$ cat config.mk
export PLATFORM = sky130hd
export DESIGN_NAME = hap_device_flat
export DESIGN_NICKNAME = d
export VERILOG_FILES = /design/src/shared/hap_pkg.sv /design/src/shared/hap_link_if.sv /design/src/rtl/hap_pin_sync.sv /design/src/rtl/hap_device.sv /design/src/flat_wrapper.sv
export SDC_FILE = /design/constraint.sdc
export NUM_CORES = 1
export LEC_CHECK = 0
export BUFFER_PORTS_ARGS = -buffer_cell sky130_fd_sc_hd__buf_2
export CAP_MARGIN = 20
export CORE_AREA = 4 4 166 128
export CTS_BUF_LIST = sky130_fd_sc_hd__clkbuf_4
export DETAILED_ROUTE_END_ITERATION = 8
export DIE_AREA = 0 0 170 132
export PLACE_DENSITY = 0.85
export SLEW_MARGIN = 25
export SYNTH_ARGS = -nofsm -noshare
export SYNTH_HDL_FRONTEND = slang
export SYNTH_SLANG_ARGS = --single-unit
$ cat constraint.sdc
create_clock -name clk -period 5.25 [get_ports clk]
set_input_delay 1.05 -clock clk [delete_from_list [all_inputs] [get_ports clk]]
set_output_delay 1.05 -clock clk [all_outputs]
set_load 0.01 [all_outputs]
$ cat src/shared/hap_pkg.sv
// shared constants for the haptic trigger and mode control block
package hap_pkg;
   // ----------------------------------------
   // device register map
   // ----------------------------------------
   localparam logic [7:0] REG_STATUS = 8'h00;
   localparam logic [7:0] REG_MODE = 8'h01;
   localparam logic [7:0] REG_RTP = 8'h02;
   localparam logic [7:0] REG_SEQ_FIRST = 8'h04;
   localparam logic [7:0] REG_SEQ_LAST = 8'h0b;
   localparam logic [7:0] REG_FIRE = 8'h0c;
   localparam logic [7:0] REG_CFG_FIRST = 8'h16;
   localparam logic [7:0] REG_CFG_LAST = 8'h1a;
   localparam logic [7:0] REG_GATE = 8'h1d;
   localparam logic [7:0] REG_SUPPLY = 8'h21;
   localparam int SEQ_SLOTS = 8;
   localparam int CFG_REGS = 5;
   // ----------------------------------------
   // field positions
   // ----------------------------------------
   localparam int STAT_SHORT_BIT = 0;
   localparam int STAT_HOT_BIT = 1;
   localparam int MODE_LSB = 0;
   localparam int STANDBY_BIT = 6;
   localparam int SOFTRST_BIT = 7;
   localparam int GATE_LSB = 0;
   localparam int INSEL_BIT = 2;
   localparam int FIRE_BIT = 0;
   localparam int SLOT_WAIT_BIT = 7;
   // ----------------------------------------
   // reset values
   // ----------------------------------------
   localparam logic [7:0] MODE_RESET = 8'h40;
   localparam logic [7:0] ZERO8 = 8'h00;
   // ----------------------------------------
   // modes
   // ----------------------------------------
   localparam logic [2:0] MODE_INTERNAL = 3'h0;
   localparam logic [2:0] MODE_EDGE = 3'h1;
   localparam logic [2:0] MODE_LEVEL = 3'h2;
   localparam logic [2:0] MODE_INPUT = 3'h3;
   localparam logic [2:0] MODE_REALTIME = 3'h5;
   localparam logic [2:0] MODE_DIAG = 3'h6;
   localparam logic [2:0] MODE_CAL = 3'h7;
   // noise gate thresholds per 2-bit setting
   localparam logic [3:0][7:0] GATE_LEVELS = {8'h10, 8'h08, 8'h04, 8'h00};
   // ----------------------------------------
   // timing
   // ----------------------------------------
   localparam int unsigned CLK_PERIOD_NS = 25;
   localparam int unsigned WAIT_STEP_NS = 10000000;
   localparam int unsigned WAIT_STEP_CYCLES = WAIT_STEP_NS / CLK_PERIOD_NS;
   localparam int unsigned SHORT_CHECK_NS = 1000000;
   localparam int unsigned SHORT_CHECK_CYCLES = SHORT_CHECK_NS / CLK_PERIOD_NS;
   localparam int unsigned TRIG_PULSE_NS = 1000;
   localparam int unsigned TRIG_PULSE_CYCLES = (TRIG_PULSE_NS + CLK_PERIOD_NS - 1) / CLK_PERIOD_NS;
   // ----------------------------------------
   // controller register map (AHB byte addresses)
   // ----------------------------------------
   localparam logic [7:0] HOST_CTRL = 8'h00;
   localparam logic [7:0] HOST_CMD = 8'h04;
   localparam logic [7:0] HOST_STAT = 8'h08;
   localparam int CTRL_EN_BIT = 0;
   localparam int CTRL_TRIG_BIT = 1;
   localparam int CTRL_PULSE_BIT = 2;
   localparam int CMD_WRITE_BIT = 16;
   localparam int STAT_BUSY_BIT = 0;
   localparam int STAT_REFUSED_BIT = 1;
   localparam int STAT_DATA_LSB = 8;
   localparam logic [1:0] HTRANS_NONSEQ = 2'h2;
endpackage : hap_pkg

$ cat src/shared/hap_link_if.sv
// link between the haptic device and its host controller
`timescale 1ns/1ps
`default_nettype none
interface hap_link_if;
   logic trigPin;
   logic enPin;
   logic req;
   logic we;
   logic [7:0] addr;
   logic [7:0] wdata;
   logic ack;
   logic [7:0] rdata;
   modport dev (input trigPin, input enPin, input req, input we, input addr, input wdata,
                output ack, output rdata);
   modport host (output trigPin, output enPin, output req, output we, output addr, output wdata,
                 input ack, input rdata);
endinterface : hap_link_if
`default_nettype wire

$ cat src/rtl/hap_pin_sync.sv
// two-flop pin synchroniser with edge pulses
`timescale 1ns/1ps
`default_nettype none
module hap_pin_sync
(
   // clock and reset
   input wire logic clk,
   input wire logic srst,
   // pin and result
   input wire logic pin,
   output logic level,
   output logic rise,
   output logic fall
);
   import hap_pkg::*;
   typedef struct packed {
      logic s1;
      logic s2;
      logic s3;
   } hap_sync_t;
   hap_sync_t q, d;
   always_comb
   begin
      d = q;
      d.s1 = pin;
      d.s2 = q.s1;
      d.s3 = q.s2;
   end
   always_ff @(posedge clk)
   begin
      if (srst)
         q <= '0;
      else
         q <= d;
   end
   assign level = q.s2;
   assign rise = q.s2 & ~q.s3; // RULE_24
   assign fall = ~q.s2 & q.s3; // RULE_24
endmodule : hap_pin_sync
`default_nettype wire

$ cat src/rtl/hap_device.sv
// haptic device end: registers, trigger modes, fire logic, sequencer, power and faults
//
// How it works
// RULE_01 - edge mode: rising trigger sets fire, plays
// RULE_02 - edge mode: host clearing fire stops playback
// RULE_03 - edge mode: second rise while firing cancels
// RULE_04 - edge mode: falling trigger does nothing
// RULE_05 - level mode: fire follows the trigger pin
// RULE_06 - level mode: source holds pin whole waveform
// RULE_07 - noise gate drops small input amplitudes
// RULE_08 - supply reading refreshed during playback
// RULE_09 - programmed config restored after every reset
// RULE_10 - overheat shuts down, sets thermal flag
// RULE_11 - short latches flag, shuts down, rechecks
// RULE_12 - enable low means shutdown, registers kept
// RULE_13 - enable low: ack but no access
// RULE_14 - standby set at reset; keeps registers
// RULE_15 - standby stops playback immediately
// RULE_16 - soft reset restores defaults, self clears
// RULE_17 - mode field encoding with input select
// RULE_18 - fire plays queue, or runs cal/diag
// RULE_19 - internal mode: fire held until done
// RULE_20 - external modes: fire bit shows trigger
// RULE_21 - realtime/pulse modes fire without fire bit
// RULE_22 - short before play blocks until mode change
// RULE_23 - queue stops at zero or eight; waits
// RULE_24 - trigger pin synchronised, edges derived
`timescale 1ns/1ps
`default_nettype none
module hap_device
#(
   parameter int unsigned STEP_CYCLES = hap_pkg::WAIT_STEP_CYCLES,
   parameter int unsigned CHECK_CYCLES = hap_pkg::SHORT_CHECK_CYCLES
)
(
   // clock and reset
   input wire logic clk,
   input wire logic srst,
   // link to host
   hap_link_if.dev link,
   // analog and fault sensing
   input wire logic overTemp,
   input wire logic shortDet,
   input wire logic [7:0] supplyLevel,
   input wire logic [7:0] inputAmp,
   // one-time-programmable store
   input wire logic otpWritten,
   input wire logic [hap_pkg::CFG_REGS*8-1:0] otpImage,
   // playback engine
   input wire logic waveDone,
   input wire logic procDone,
   output logic playing,
   output logic [6:0] waveId,
   output logic [7:0] driveAmp,
   output logic calRun,
   output logic diagRun,
   output logic active
);
   import hap_pkg::*;
   typedef enum logic [2:0] {SIDLE, SNEXT, SPLAY, SWAIT, SPROC} hap_seq_t;
   typedef struct packed {
      logic [SEQ_SLOTS-1:0][7:0] slot;
      logic [CFG_REGS-1:0][7:0] cfg;
      logic [7:0] modeReg;
      logic [7:0] realtime_amplitude_mode;
      logic [7:0] gate;
      logic [7:0] supply;
      logic fireBit;
      logic hotFlag;
      logic shortFlag;
      logic shortBlock;
      logic seqDone;
      logic otpLoad;
      hap_seq_t st;
      logic [3:0] idx;
      logic [6:0] steps;
      logic [31:0] tick;
      logic [31:0] check;
      logic ack;
      logic [7:0] rdata;
      logic playing;
      logic [6:0] waveId;
      logic [7:0] driveAmp;
      logic calRun;
      logic diagRun;
      logic active;
   } hap_dev_t;
   hap_dev_t q, d;
   logic enLvl, trigLvl, trigRise;
   logic [2:0] mode;
   logic inSel, running, cont, fire, up;
   logic [7:0] slotVal, thresh;
   // ----------------------------------------
   // pin synchronisers
   // ----------------------------------------
   hap_pin_sync u_trig (.clk(clk), .srst(srst), .pin(link.trigPin), .level(trigLvl), .rise(trigRise),
      .fall()); // RULE_24
   hap_pin_sync u_en (.clk(clk), .srst(srst), .pin(link.enPin), .level(enLvl), .rise(), .fall());
   // ----------------------------------------
   // decode
   // ----------------------------------------
   always_comb
   begin
      mode = q.modeReg[MODE_LSB +: 3];
      inSel = q.gate[INSEL_BIT]; // RULE_17
      cont = (mode == MODE_REALTIME) || (mode == MODE_INPUT && inSel); // RULE_21
      up = enLvl && !q.modeReg[STANDBY_BIT] && !q.modeReg[SOFTRST_BIT] && !q.hotFlag && !q.shortFlag;
      fire = cont || q.fireBit; // RULE_21
      running = q.st != SIDLE;
      slotVal = q.slot[q.idx[2:0]];
      thresh = GATE_LEVELS[q.gate[GATE_LSB +: 2]]; // RULE_07
   end
   // ----------------------------------------
   // next state
   // ----------------------------------------
   always_comb
   begin
      d = q;
      d.ack = 1'b0;
      if (q.otpLoad)
      begin
         d.otpLoad = 1'b0;
         if (otpWritten)
            d.cfg = otpImage; // RULE_09
      end
      if (q.modeReg[SOFTRST_BIT])
      begin
         d = '0; // RULE_16
         d.modeReg = MODE_RESET;
         d.otpLoad = 1'b1; // RULE_09
      end
      else
      begin
         // register access; the ack is given even when shut down
         if (link.req)
         begin
            d.ack = 1'b1; // RULE_13
            d.rdata = ZERO8;
            if (enLvl && !link.we) // RULE_13
            begin
               if (link.addr == REG_STATUS)
               begin
                  d.rdata[STAT_SHORT_BIT] = q.shortFlag;
                  d.rdata[STAT_HOT_BIT] = q.hotFlag;
                  d.hotFlag = 1'b0;
               end
               else if (link.addr == REG_MODE)
                  d.rdata = q.modeReg;
               else if (link.addr == REG_RTP)
                  d.rdata = q.realtime_amplitude_mode;
               else if (link.addr >= REG_SEQ_FIRST && link.addr <= REG_SEQ_LAST)
                  d.rdata = q.slot[3'(link.addr - REG_SEQ_FIRST)];
               else if (link.addr == REG_FIRE)
                  d.rdata[FIRE_BIT] = q.fireBit; // RULE_20
               else if (link.addr >= REG_CFG_FIRST && link.addr <= REG_CFG_LAST)
                  d.rdata = q.cfg[3'(link.addr - REG_CFG_FIRST)];
               else if (link.addr == REG_GATE)
                  d.rdata = q.gate;
               else if (link.addr == REG_SUPPLY)
                  d.rdata = q.supply;
            end
            if (enLvl && link.we) // RULE_13
            begin
               if (link.addr == REG_MODE)
               begin
                  if (link.wdata[MODE_LSB +: 3] != mode)
                     d.shortBlock = 1'b0; // RULE_22
                  d.modeReg = link.wdata; // RULE_14 RULE_16
               end
               else if (link.addr == REG_RTP)
                  d.realtime_amplitude_mode = link.wdata;
               else if (link.addr >= REG_SEQ_FIRST && link.addr <= REG_SEQ_LAST)
                  d.slot[3'(link.addr - REG_SEQ_FIRST)] = link.wdata;
               else if (link.addr == REG_FIRE)
                  d.fireBit = link.wdata[FIRE_BIT]; // RULE_02 RULE_19
               else if (link.addr >= REG_CFG_FIRST && link.addr <= REG_CFG_LAST)
                  d.cfg[3'(link.addr - REG_CFG_FIRST)] = link.wdata;
               else if (link.addr == REG_GATE)
                  d.gate = link.wdata;
            end
         end
         // external trigger; falling edges are simply not looked at in edge mode
         if (mode == MODE_EDGE && trigRise)
            d.fireBit = !q.fireBit; // RULE_01 RULE_03 RULE_04
         if (mode == MODE_LEVEL)
            d.fireBit = trigLvl; // RULE_05 RULE_20
         // faults; a fresh overheat wins over the clear-on-read
         if (overTemp)
            d.hotFlag = 1'b1; // RULE_10
         if (running && shortDet)
            d.shortFlag = 1'b1; // RULE_11
         d.check = (q.check == 32'(CHECK_CYCLES - 1)) ? 32'h0 : q.check + 32'h1;
         if (q.shortFlag && q.check == 32'h0 && !shortDet)
            d.shortFlag = 1'b0; // RULE_11
         // sequencer
         if (!fire)
            d.seqDone = 1'b0;
         if (!up || !fire)
         begin
            d.st = SIDLE; // RULE_02 RULE_05 RULE_12 RULE_15
            if (!up && mode != MODE_LEVEL)
               d.fireBit = 1'b0; // RULE_15
         end
         else
         begin
            case (q.st)
               SIDLE:
               begin
                  if (!cont && !q.seqDone && !q.shortBlock)
                  begin
                     if (shortDet)
                        d.shortBlock = 1'b1; // RULE_22
                     else if (mode == MODE_CAL || mode == MODE_DIAG)
                        d.st = SPROC; // RULE_18
                     else if (mode != MODE_INPUT)
                     begin
                        d.idx = 4'h0; // RULE_18
                        d.st = SNEXT;
                     end
                  end
               end
               SNEXT:
               begin
                  if (q.idx == 4'(SEQ_SLOTS) || slotVal == ZERO8)
                  begin
                     d.st = SIDLE; // RULE_23
                     d.seqDone = 1'b1;
                     if (mode != MODE_LEVEL)
                        d.fireBit = 1'b0; // RULE_19
                  end
                  else if (slotVal[SLOT_WAIT_BIT])
                  begin
                     d.steps = slotVal[6:0]; // RULE_23
                     d.tick = 32'h0;
                     d.st = SWAIT;
                  end
                  else
                     d.st = SPLAY;
               end
               SPLAY:
               begin
                  if (waveDone)
                  begin
                     d.idx = q.idx + 4'h1;
                     d.st = SNEXT;
                  end
               end
               SWAIT:
               begin
                  d.tick = q.tick + 32'h1;
                  if (q.steps == 7'h0)
                  begin
                     d.idx = q.idx + 4'h1;
                     d.st = SNEXT;
                  end
                  else if (q.tick == 32'(STEP_CYCLES - 1))
                  begin
                     d.tick = 32'h0; // RULE_23
                     d.steps = q.steps - 7'h1;
                  end
               end
               SPROC:
               begin
                  if (procDone)
                  begin
                     d.st = SIDLE; // RULE_18
                     d.seqDone = 1'b1;
                     d.fireBit = 1'b0;
                  end
               end
               default:
                  d.st = SIDLE;
            endcase
         end
         // outputs
         d.active = up; // RULE_12
         d.playing = up && (running || cont);
         d.waveId = (q.st == SPLAY) ? slotVal[6:0] : 7'h0;
         d.calRun = up && q.st == SPROC && mode == MODE_CAL;
         d.diagRun = up && q.st == SPROC && mode == MODE_DIAG;
         d.driveAmp = ZERO8;
         if (up && mode == MODE_REALTIME)
            d.driveAmp = q.realtime_amplitude_mode;
         else if (up && mode == MODE_INPUT && inputAmp >= thresh)
            d.driveAmp = inputAmp; // RULE_07
         if (q.playing)
            d.supply = supplyLevel; // RULE_08
      end
   end
   // ----------------------------------------
   // state register
   // ----------------------------------------
   always_ff @(posedge clk)
   begin
      if (srst)
      begin
         q <= '0;
         q.modeReg <= MODE_RESET; // RULE_14
         q.otpLoad <= 1'b1;
      end
      else
         q <= d;
   end
   assign link.ack = q.ack;
   assign link.rdata = q.rdata;
   assign playing = q.playing;
   assign waveId = q.waveId;
   assign driveAmp = q.driveAmp;
   assign calRun = q.calRun;
   assign diagRun = q.diagRun;
   assign active = q.active;
endmodule : hap_device
`default_nettype wire

$ cat src/flat_wrapper.sv
// flat-port wrapper written by rule: the top's interface ports become plain ports
module hap_device_flat import hap_pkg::*;
#(
   parameter int unsigned STEP_CYCLES = hap_pkg::WAIT_STEP_CYCLES,
   parameter int unsigned CHECK_CYCLES = hap_pkg::SHORT_CHECK_CYCLES
)
  (clk, srst, overTemp, shortDet, supplyLevel, inputAmp, otpWritten, otpImage, waveDone, procDone, playing, waveId, driveAmp, calRun, diagRun, active, link_trigPin, link_enPin, link_req, link_we, link_addr, link_wdata, link_ack, link_rdata);
  hap_link_if link_i ();
  input wire logic clk;
  input wire logic srst;
  input wire logic overTemp;
  input wire logic shortDet;
  input wire logic [7:0] supplyLevel;
  input wire logic [7:0] inputAmp;
  input wire logic otpWritten;
  input wire logic [hap_pkg::CFG_REGS*8-1:0] otpImage;
  input wire logic waveDone;
  input wire logic procDone;
  output logic playing;
  output logic [6:0] waveId;
  output logic [7:0] driveAmp;
  output logic calRun;
  output logic diagRun;
  output logic active;
  input wire logic [$bits(link_i.trigPin)-1:0] link_trigPin;
  input wire logic [$bits(link_i.enPin)-1:0] link_enPin;
  input wire logic [$bits(link_i.req)-1:0] link_req;
  input wire logic [$bits(link_i.we)-1:0] link_we;
  input wire logic [$bits(link_i.addr)-1:0] link_addr;
  input wire logic [$bits(link_i.wdata)-1:0] link_wdata;
  output wire logic [$bits(link_i.ack)-1:0] link_ack;
  output wire logic [$bits(link_i.rdata)-1:0] link_rdata;
  assign link_i.trigPin = link_trigPin;
  assign link_i.enPin = link_enPin;
  assign link_i.req = link_req;
  assign link_i.we = link_we;
  assign link_i.addr = link_addr;
  assign link_i.wdata = link_wdata;
  assign link_ack = link_i.ack;
  assign link_rdata = link_i.rdata;
  hap_device #(.STEP_CYCLES(STEP_CYCLES), .CHECK_CYCLES(CHECK_CYCLES)) u_core (.clk(clk), .srst(srst), .link(link_i), .overTemp(overTemp), .shortDet(shortDet), .supplyLevel(supplyLevel), .inputAmp(inputAmp), .otpWritten(otpWritten), .otpImage(otpImage), .waveDone(waveDone), .procDone(procDone), .playing(playing), .waveId(waveId), .driveAmp(driveAmp), .calRun(calRun), .diagRun(diagRun), .active(active));
endmodule
==> Word-level counts from Yosys, hierarchy flattened <==
Cells that the tools add are included.
{ "classes": {"addsub": 6, "n_lt_le_gt_ge": 11, "eq_ne": 33, "n_mux": 92, "n_bitwise": 11, "reduce_logical": 69} }
{ "op_table": {"columns": ["cell", "count"], "rows": [
  ["two-way mux 40 bit", 7],
  ["two-way mux 8 bit", 22],
  ["two-way mux 39 bit", 4],
  ["two-way mux 64 bit", 2],
  ["one-hot mux 39 bit (2 select lines)", 1],
  ["binary-select mux 8 bit (select 3 bit)", 3],
  ["adder 32 x 1 -> 32 bit (second input constant)", 2],
  ["bitwise mux 64 bit", 1],
  ["demux 8 bit (select 3 bit)", 2],
  ["two-way mux 7 bit", 6],
  ["bitwise mux 40 bit", 1],
  ["equality test 32 x 16 -> 1 bit (second input constant)", 1],
  ["equality test 32 x 19 -> 1 bit (second input constant)", 1],
  ["logical NOT 32 bit", 1],
  ["two-way mux 1 bit", 28],
  ["logical AND 1 bit", 25],
  ["binary-select mux 8 bit (select 2 bit)", 1],
  ["logical NOT 8 bit", 2],
  ["two-way mux 16 bit", 1],
  ["AND reduction 8 bit", 2],
  ["one-hot mux 3 bit (5 select lines)", 1],
  ["equality test 3 x 2 -> 1 bit (second input constant)", 4],
  ["equality test 3 bit (second input constant)", 4],
  ["logical NOT 1 bit", 12],
  ["44 further kinds", 88]
]} }
{ "word_totals": {"reg_bits": 253, "input_bits": 83, "output_inout_bits": 28, "wordCells": 264} }

==> Depth between registers and ports, before layout <==
{ "depth": {"ltp_word": 13, "depth_mapped": 12, "mapped_depth_nobuf": 9} }

==> Cells and area by module <==
From an unflattened synthesis, not the netlist that was laid out.
{ "hier_totals": {"hier_cells": 1504, "area_unflattened_um2": 12791.0} }
{ "modules_own_cells": {"columns": ["mod", "instances", "cells_each", "area_per_inst_um2", "seq_area_each_um2"], "rows": [
  ["hap_device", 1, 1488, 12608.3, 4964.8],
  ["hap_pin_sync", 2, 8, 91.3, 60.1]
]} }

==> Least setup slack after synthesis <==
OpenSTA, ideal clock, no wires.
{ "synth_timing": {"path_kind": "input-to-reg", "from": "input link_addr[0]", "to": "register u_core.q (netlist bit u_core.link.rdata[4])", "setup_ps": 123, "arrival_ps": 2787, "required_ps": 5127, "slack_ps": 2340, "path_stages": 8, "path_buffers": 3, "path_cell_list": "buf_2 buf_2 buf_2 mux4_2 mux2i_1 o22ai_1 nor2_1 o21ai_0"} }
{ "synth_via": {"elab_chain_len": 10, "elab_cells_between_ends": 27, "cone_classes": "2 x add/sub; 4 x order compare; 5 x eq/ne; 13 x mux; 3 x reduce/logical"} }
{ "synth_lines": {"columns": ["item", "line", "rtl"], "rows": [
  ["from (decl)", "flat_wrapper.sv:29", "input wire logic [$bits(link_i.addr)-1:0] link_addr;"],
  ["subtractor 3 bit or equality test 8 x 6 -> 1 bit (tied branches)", "hap_device.sv:156, hap_device.sv:159", null],
  ["binary-select mux 8 bit (select 3 bit) or two-way mux 8 bit (tied branches)", "hap_device.sv:156, hap_device.sv:159", null],
  ["two-way mux 8 bit (on tied branches)", "hap_device.sv:156, hap_device.sv:157", null],
  ["two-way mux 8 bit", "hap_device.sv:155", "else if (link.addr >= REG_CFG_FIRST && link.addr <= REG_CFG_LAST)"],
  ["two-way mux 7 bit", "hap_device.sv:153", "else if (link.addr == REG_FIRE)"],
  ["two-way mux 8 bit", "hap_device.sv:151", "else if (link.addr >= REG_SEQ_FIRST && link.addr <= REG_SEQ_LAST)"],
  ["two-way mux 8 bit", "hap_device.sv:149", "else if (link.addr == REG_RTP)"],
  ["two-way mux 8 bit", "hap_device.sv:147", "else if (link.addr == REG_MODE)"],
  ["two-way mux 6 bit *", "hap_device.sv:141", "if (link.addr == REG_STATUS)"],
  ["two-way mux 8 bit *", "hap_device.sv:139", "if (enLvl && !link.we)"],
  ["to (decl)", "hap_device.sv:88", "hap_dev_t q, d;"]
]} }
Every way passes the cells marked *; elsewhere a longest branch is shown, timed or not. The select of a mux whose other input is x is not followed.
A chain may end at the register's enable or synchronous reset.

==> Worst setup path in the final report <==
{ "layout_timing": {"from": "register u_core.q[101] (netlist name)", "to": "register u_core.q[75] (netlist name)"} }
{ "layout_via": {"elab_chain_len": 6, "elab_cells_between_ends": 8, "cone_classes": "3 x eq/ne; 2 x mux; 3 x reduce/logical"} }
{ "layout_lines": {"columns": ["item", "line", "rtl"], "rows": [
  ["binary-select mux 8 bit (select 3 bit)", "hap_device.sv:110", "slotVal = q.slot[q.idx[2:0]];"],
  ["two-way mux 8 bit (implied by the code)", "hap_device.sv:110", null],
  ["logical NOT 8 bit", "hap_device.sv:224", "if (q.idx == 4'(SEQ_SLOTS) || slotVal == ZERO8)"],
  ["logical OR 1 bit", "hap_device.sv:224", null],
  ["!= test 2 bit (no source line)", null, null],
  ["AND reduction 4 bit (no source line) *", null, null]
]} }
Marks and branches as above.

==> impl_metrics.toml <==
[global_route]
grt_usage_pct = 29.9
grt_pass1_vias = 10700
antenna_found_initial = 3
grt_max_degree = 84
grt-ovfl-total = 0
grt_pass1_wl_um = 55500

[clock_network]
clk_latency_ps = 690
cts_resized = 0
cts_tree = "built"
root_buffer = "clkbuf_4"
cts.path.max_buffers = 3
cts_max_level = 2
cts_buffers = 61
ctsHoldBuffers = 0
post_cts_buffers = 0
clock_sinks = 253
path_clk_slew_ps = 70

[critical_path]
required_ps = 5830
startpoint_type = "register"
crit_fanout = 21
arrival_ps = 3970
r2r_slack_ps = 1860
cpMaxStageDelayCell = "dfxtp_1"
critPathMaxStageDelay_ps = 930
endpoint_kind = "register"
crit_chain = "mux4_2 > mux2i_1 > a221o_1 > o211ai_1 > buf_2 > nor3_1 > or3_1"
criticalPathCategory = "reg2reg"

[finish]
fin_cells = 1867
num-nets-final = 1654
area_growth_pct = 9.22
fillers = 1625
drive_above_1_share_pct = 17.4

[floorplan]
initial_core_util_pct = 63.9
ios = 111
fp-row-count = 45
die_area_um2 = 22400
core_area_um2 = 19800
fp.dieH_um = 132
fp.dieW_um = 170

[detailed_routing]
drc_errors = 0
first_iter_violations = 1467
firstDrtPassIters = 5
ant_nets = 0
num_vias = 11800
routed_wl_um = 34600
vias_per_cell = 6.30
avgRoutedWirePerCell_um = 18.5

[timing]
hold_viol_final = 0
maxSlewHeadroom_pct = 38.1
drv_slew = 0
post-route-period-util_pct = 64.6
fmax_ghz = 0.295
finalCriticalPeriod_ps = 3390
setup_violations = 0
worst_clock_skew_ps = 50.4
layout_setup_ws_ps = 1860
rsz0062_at_grt = "false"
finalSetupTns_ps = 0
worstMarginPinSlew_ps = 928

[yosys]
ys_seq_elements = 253
yosysMostFrequentCell = "dfxtp_1"
netlist_instances = 1504
yosysWarnings = 0
netlist_top_cells_count = "dfxtp_1 (253), nand2_1 (187), nor2_1 (169)"
async_flop_share_pct = 0
synthDistinctLibCells = 71
synth_area_per_cell_um2 = 8.39
syn_nets = 1600
synth_top_flop_cell = "dfxtp_1"
yosys.area.top_type = "dfxtp_1"
ys_seq_area_share_pct = 40.1
synth_area_leaders = "dfxtp_1 (40%), mux4_2 (6.8%), nand3_1 (6.2%), nand2_1 (5.6%), nor2_1 (5.0%)"
synth-edff-count = 0
synth_top_area_share_pct = 40.1
syn-cell-area_um2 = 12600

[power]
leakage_nw = 5.09
ir_worst_vdd_v = 0.000211
power_density_nw_per_um2 = 276

[place]
port_buffers = 110
post-dp-hpwl_um = 23800
post-place-ws_ps = 1340
dp_cells = 1752
globalplace.congestion = 0.912

[worst_hold_path]
min_path_type = "reg2reg"

[flow_run]
cap_violations = 0

[outcome]
status = "finished clean"
## logic make-up after synthesis
family	count (synthesis)	share of synthesized area (%)
AND/OR/NAND/NOR	682	25.5
AO/OA/AOI/OAI	271	13.8
flip-flops	253	40.1
buffers and inverters	159	5.82
multiplexers	76	9.94
XOR/XNOR	50	3.47
adder cells (fa/ha/maj)	13	1.29
## registers in the layout, summed over array words and instances (netlist names)
register,count
u_core.u_trig.level,1
u_core.u_trig.d,1
u_core.q,216
u_core.diagRun,1
u_core.link.ack,1
u_core.calRun,1
u_core.inSel,1
u_core.mode,3
u_core.playing,1
u_core.active,1
u_core.u_trig.q,1
u_core.u_en.d,1
u_core.waveId,7
u_core.driveAmp,8
u_core.u_en.level,1
u_core.link.rdata,8
## routing by layer
layer / GRT usage, % / share of wire (%) / wire length (um) / vias to the layer above
met4: 7.36 / 1.7 / 588 / 0
li1: - / - / - / 5515
met1: 44.0 / 42 / 14600 / 5567
met3: 7.22 / 12 / 4100 / 57
met2: 44.5 / 44 / 15300 / 622
met5: 0 / 0 / 0 / -
## metrics by stage
| stage | utilization [%] | hold slack [ps] | power [W] | instance area [um2] |
|---|---|---|---|---|
| after floorplan | - | 414 | 0.00213 | 12600 |
| after global placement | 65.6 | 437 | 0.00220 | 13000 |
| after detailed placement | 65.7 | 434 | 0.00220 | 13000 |
| after CTS | 69.6 | 460 | 0.00381 | 13800 |
| after global routing | 69.7 | 474 | 0.00395 | 13800 |
| final | 69.7 | 456 | 0.00380 | 13800 |
## worst paths after layout
kind / endpoint / depth (start not counted) / from
worst max-delay path: u_core.q[75] / 7 / u_core.q[101]
worst min-delay path: u_core.u_trig.level / 1 / u_core.u_trig.d[1]
worst max register to register: u_core.q[75] / 7 / u_core.q[101]
worst min register to register: u_core.u_trig.level / 1 / u_core.u_trig.d[1]
## final cells by class
class / count / area (um2) / share of cell area, %
Sequential cell: 253 / 5060 / 36.7
Clock buffer: 92 / 691 / 5.01
Multi-Input combinational cell: 1092 / 6850 / 49.7
Clock inverter: 19 / 98.8 / 0.717
Inverter: 26 / 100 / 0.726
Timing Repair Buffer: 124 / 653 / 4.74
Antenna cell: 3 / 7.51 / 0.0545
Tap cell: 258 / 323 / 2.34
## layout by cell type, fill, tap and decap left out, types with 3 or more instances in the layout
cell type / count
nand2_1: 187
and3_1: 20
nand4_1: 21
xnor2_1: 15
clkbuf_4: 92
diode_2: 3
a21oi_1: 118
a22o_1: 5
mux4_2: 38
a31oi_1: 10
a311oi_1: 41
a221o_1: 6
mux2i_1: 35
a22oi_1: 11
or4_1: 6
nor4_1: 19
clkinv_1: 16
nor3b_1: 5
or3_1: 15
buf_2: 111
and4_1: 7
inv_2: 4
nor2b_1: 19
nor2_1: 169
ha_1: 13
o211ai_1: 4
o22ai_1: 10
dfxtp_1: 253
inv_1: 22
buf_4: 13
o21ai_1: 3
o21ai_0: 36
nor3_1: 25
o31ai_1: 3
nand2b_1: 12
nand3_1: 156
and2_1: 8
nand3b_1: 3
xor2_1: 35
## power breakdown
group	switching, W	leakage [nW]	internal [W]
registers	0.0000146	2.04	0.00194
clock network	0.000784	0.471	0.000846
logic	0.000144	2.57	0.0000712
## critical path, delay by kind of cell (launching register included)
| family | cells | cell delay (ps) |
|---|---|---|
| AOI/OAI and AO/OA | 2 | 1080 |
| muxes | 2 | 540 |
| buffers and inverters | 1 | 300 |
| and+or+nand+nor | 2 | 410 |
| DFF | 1 | 930 |
(Power assumes the default switching activity.)
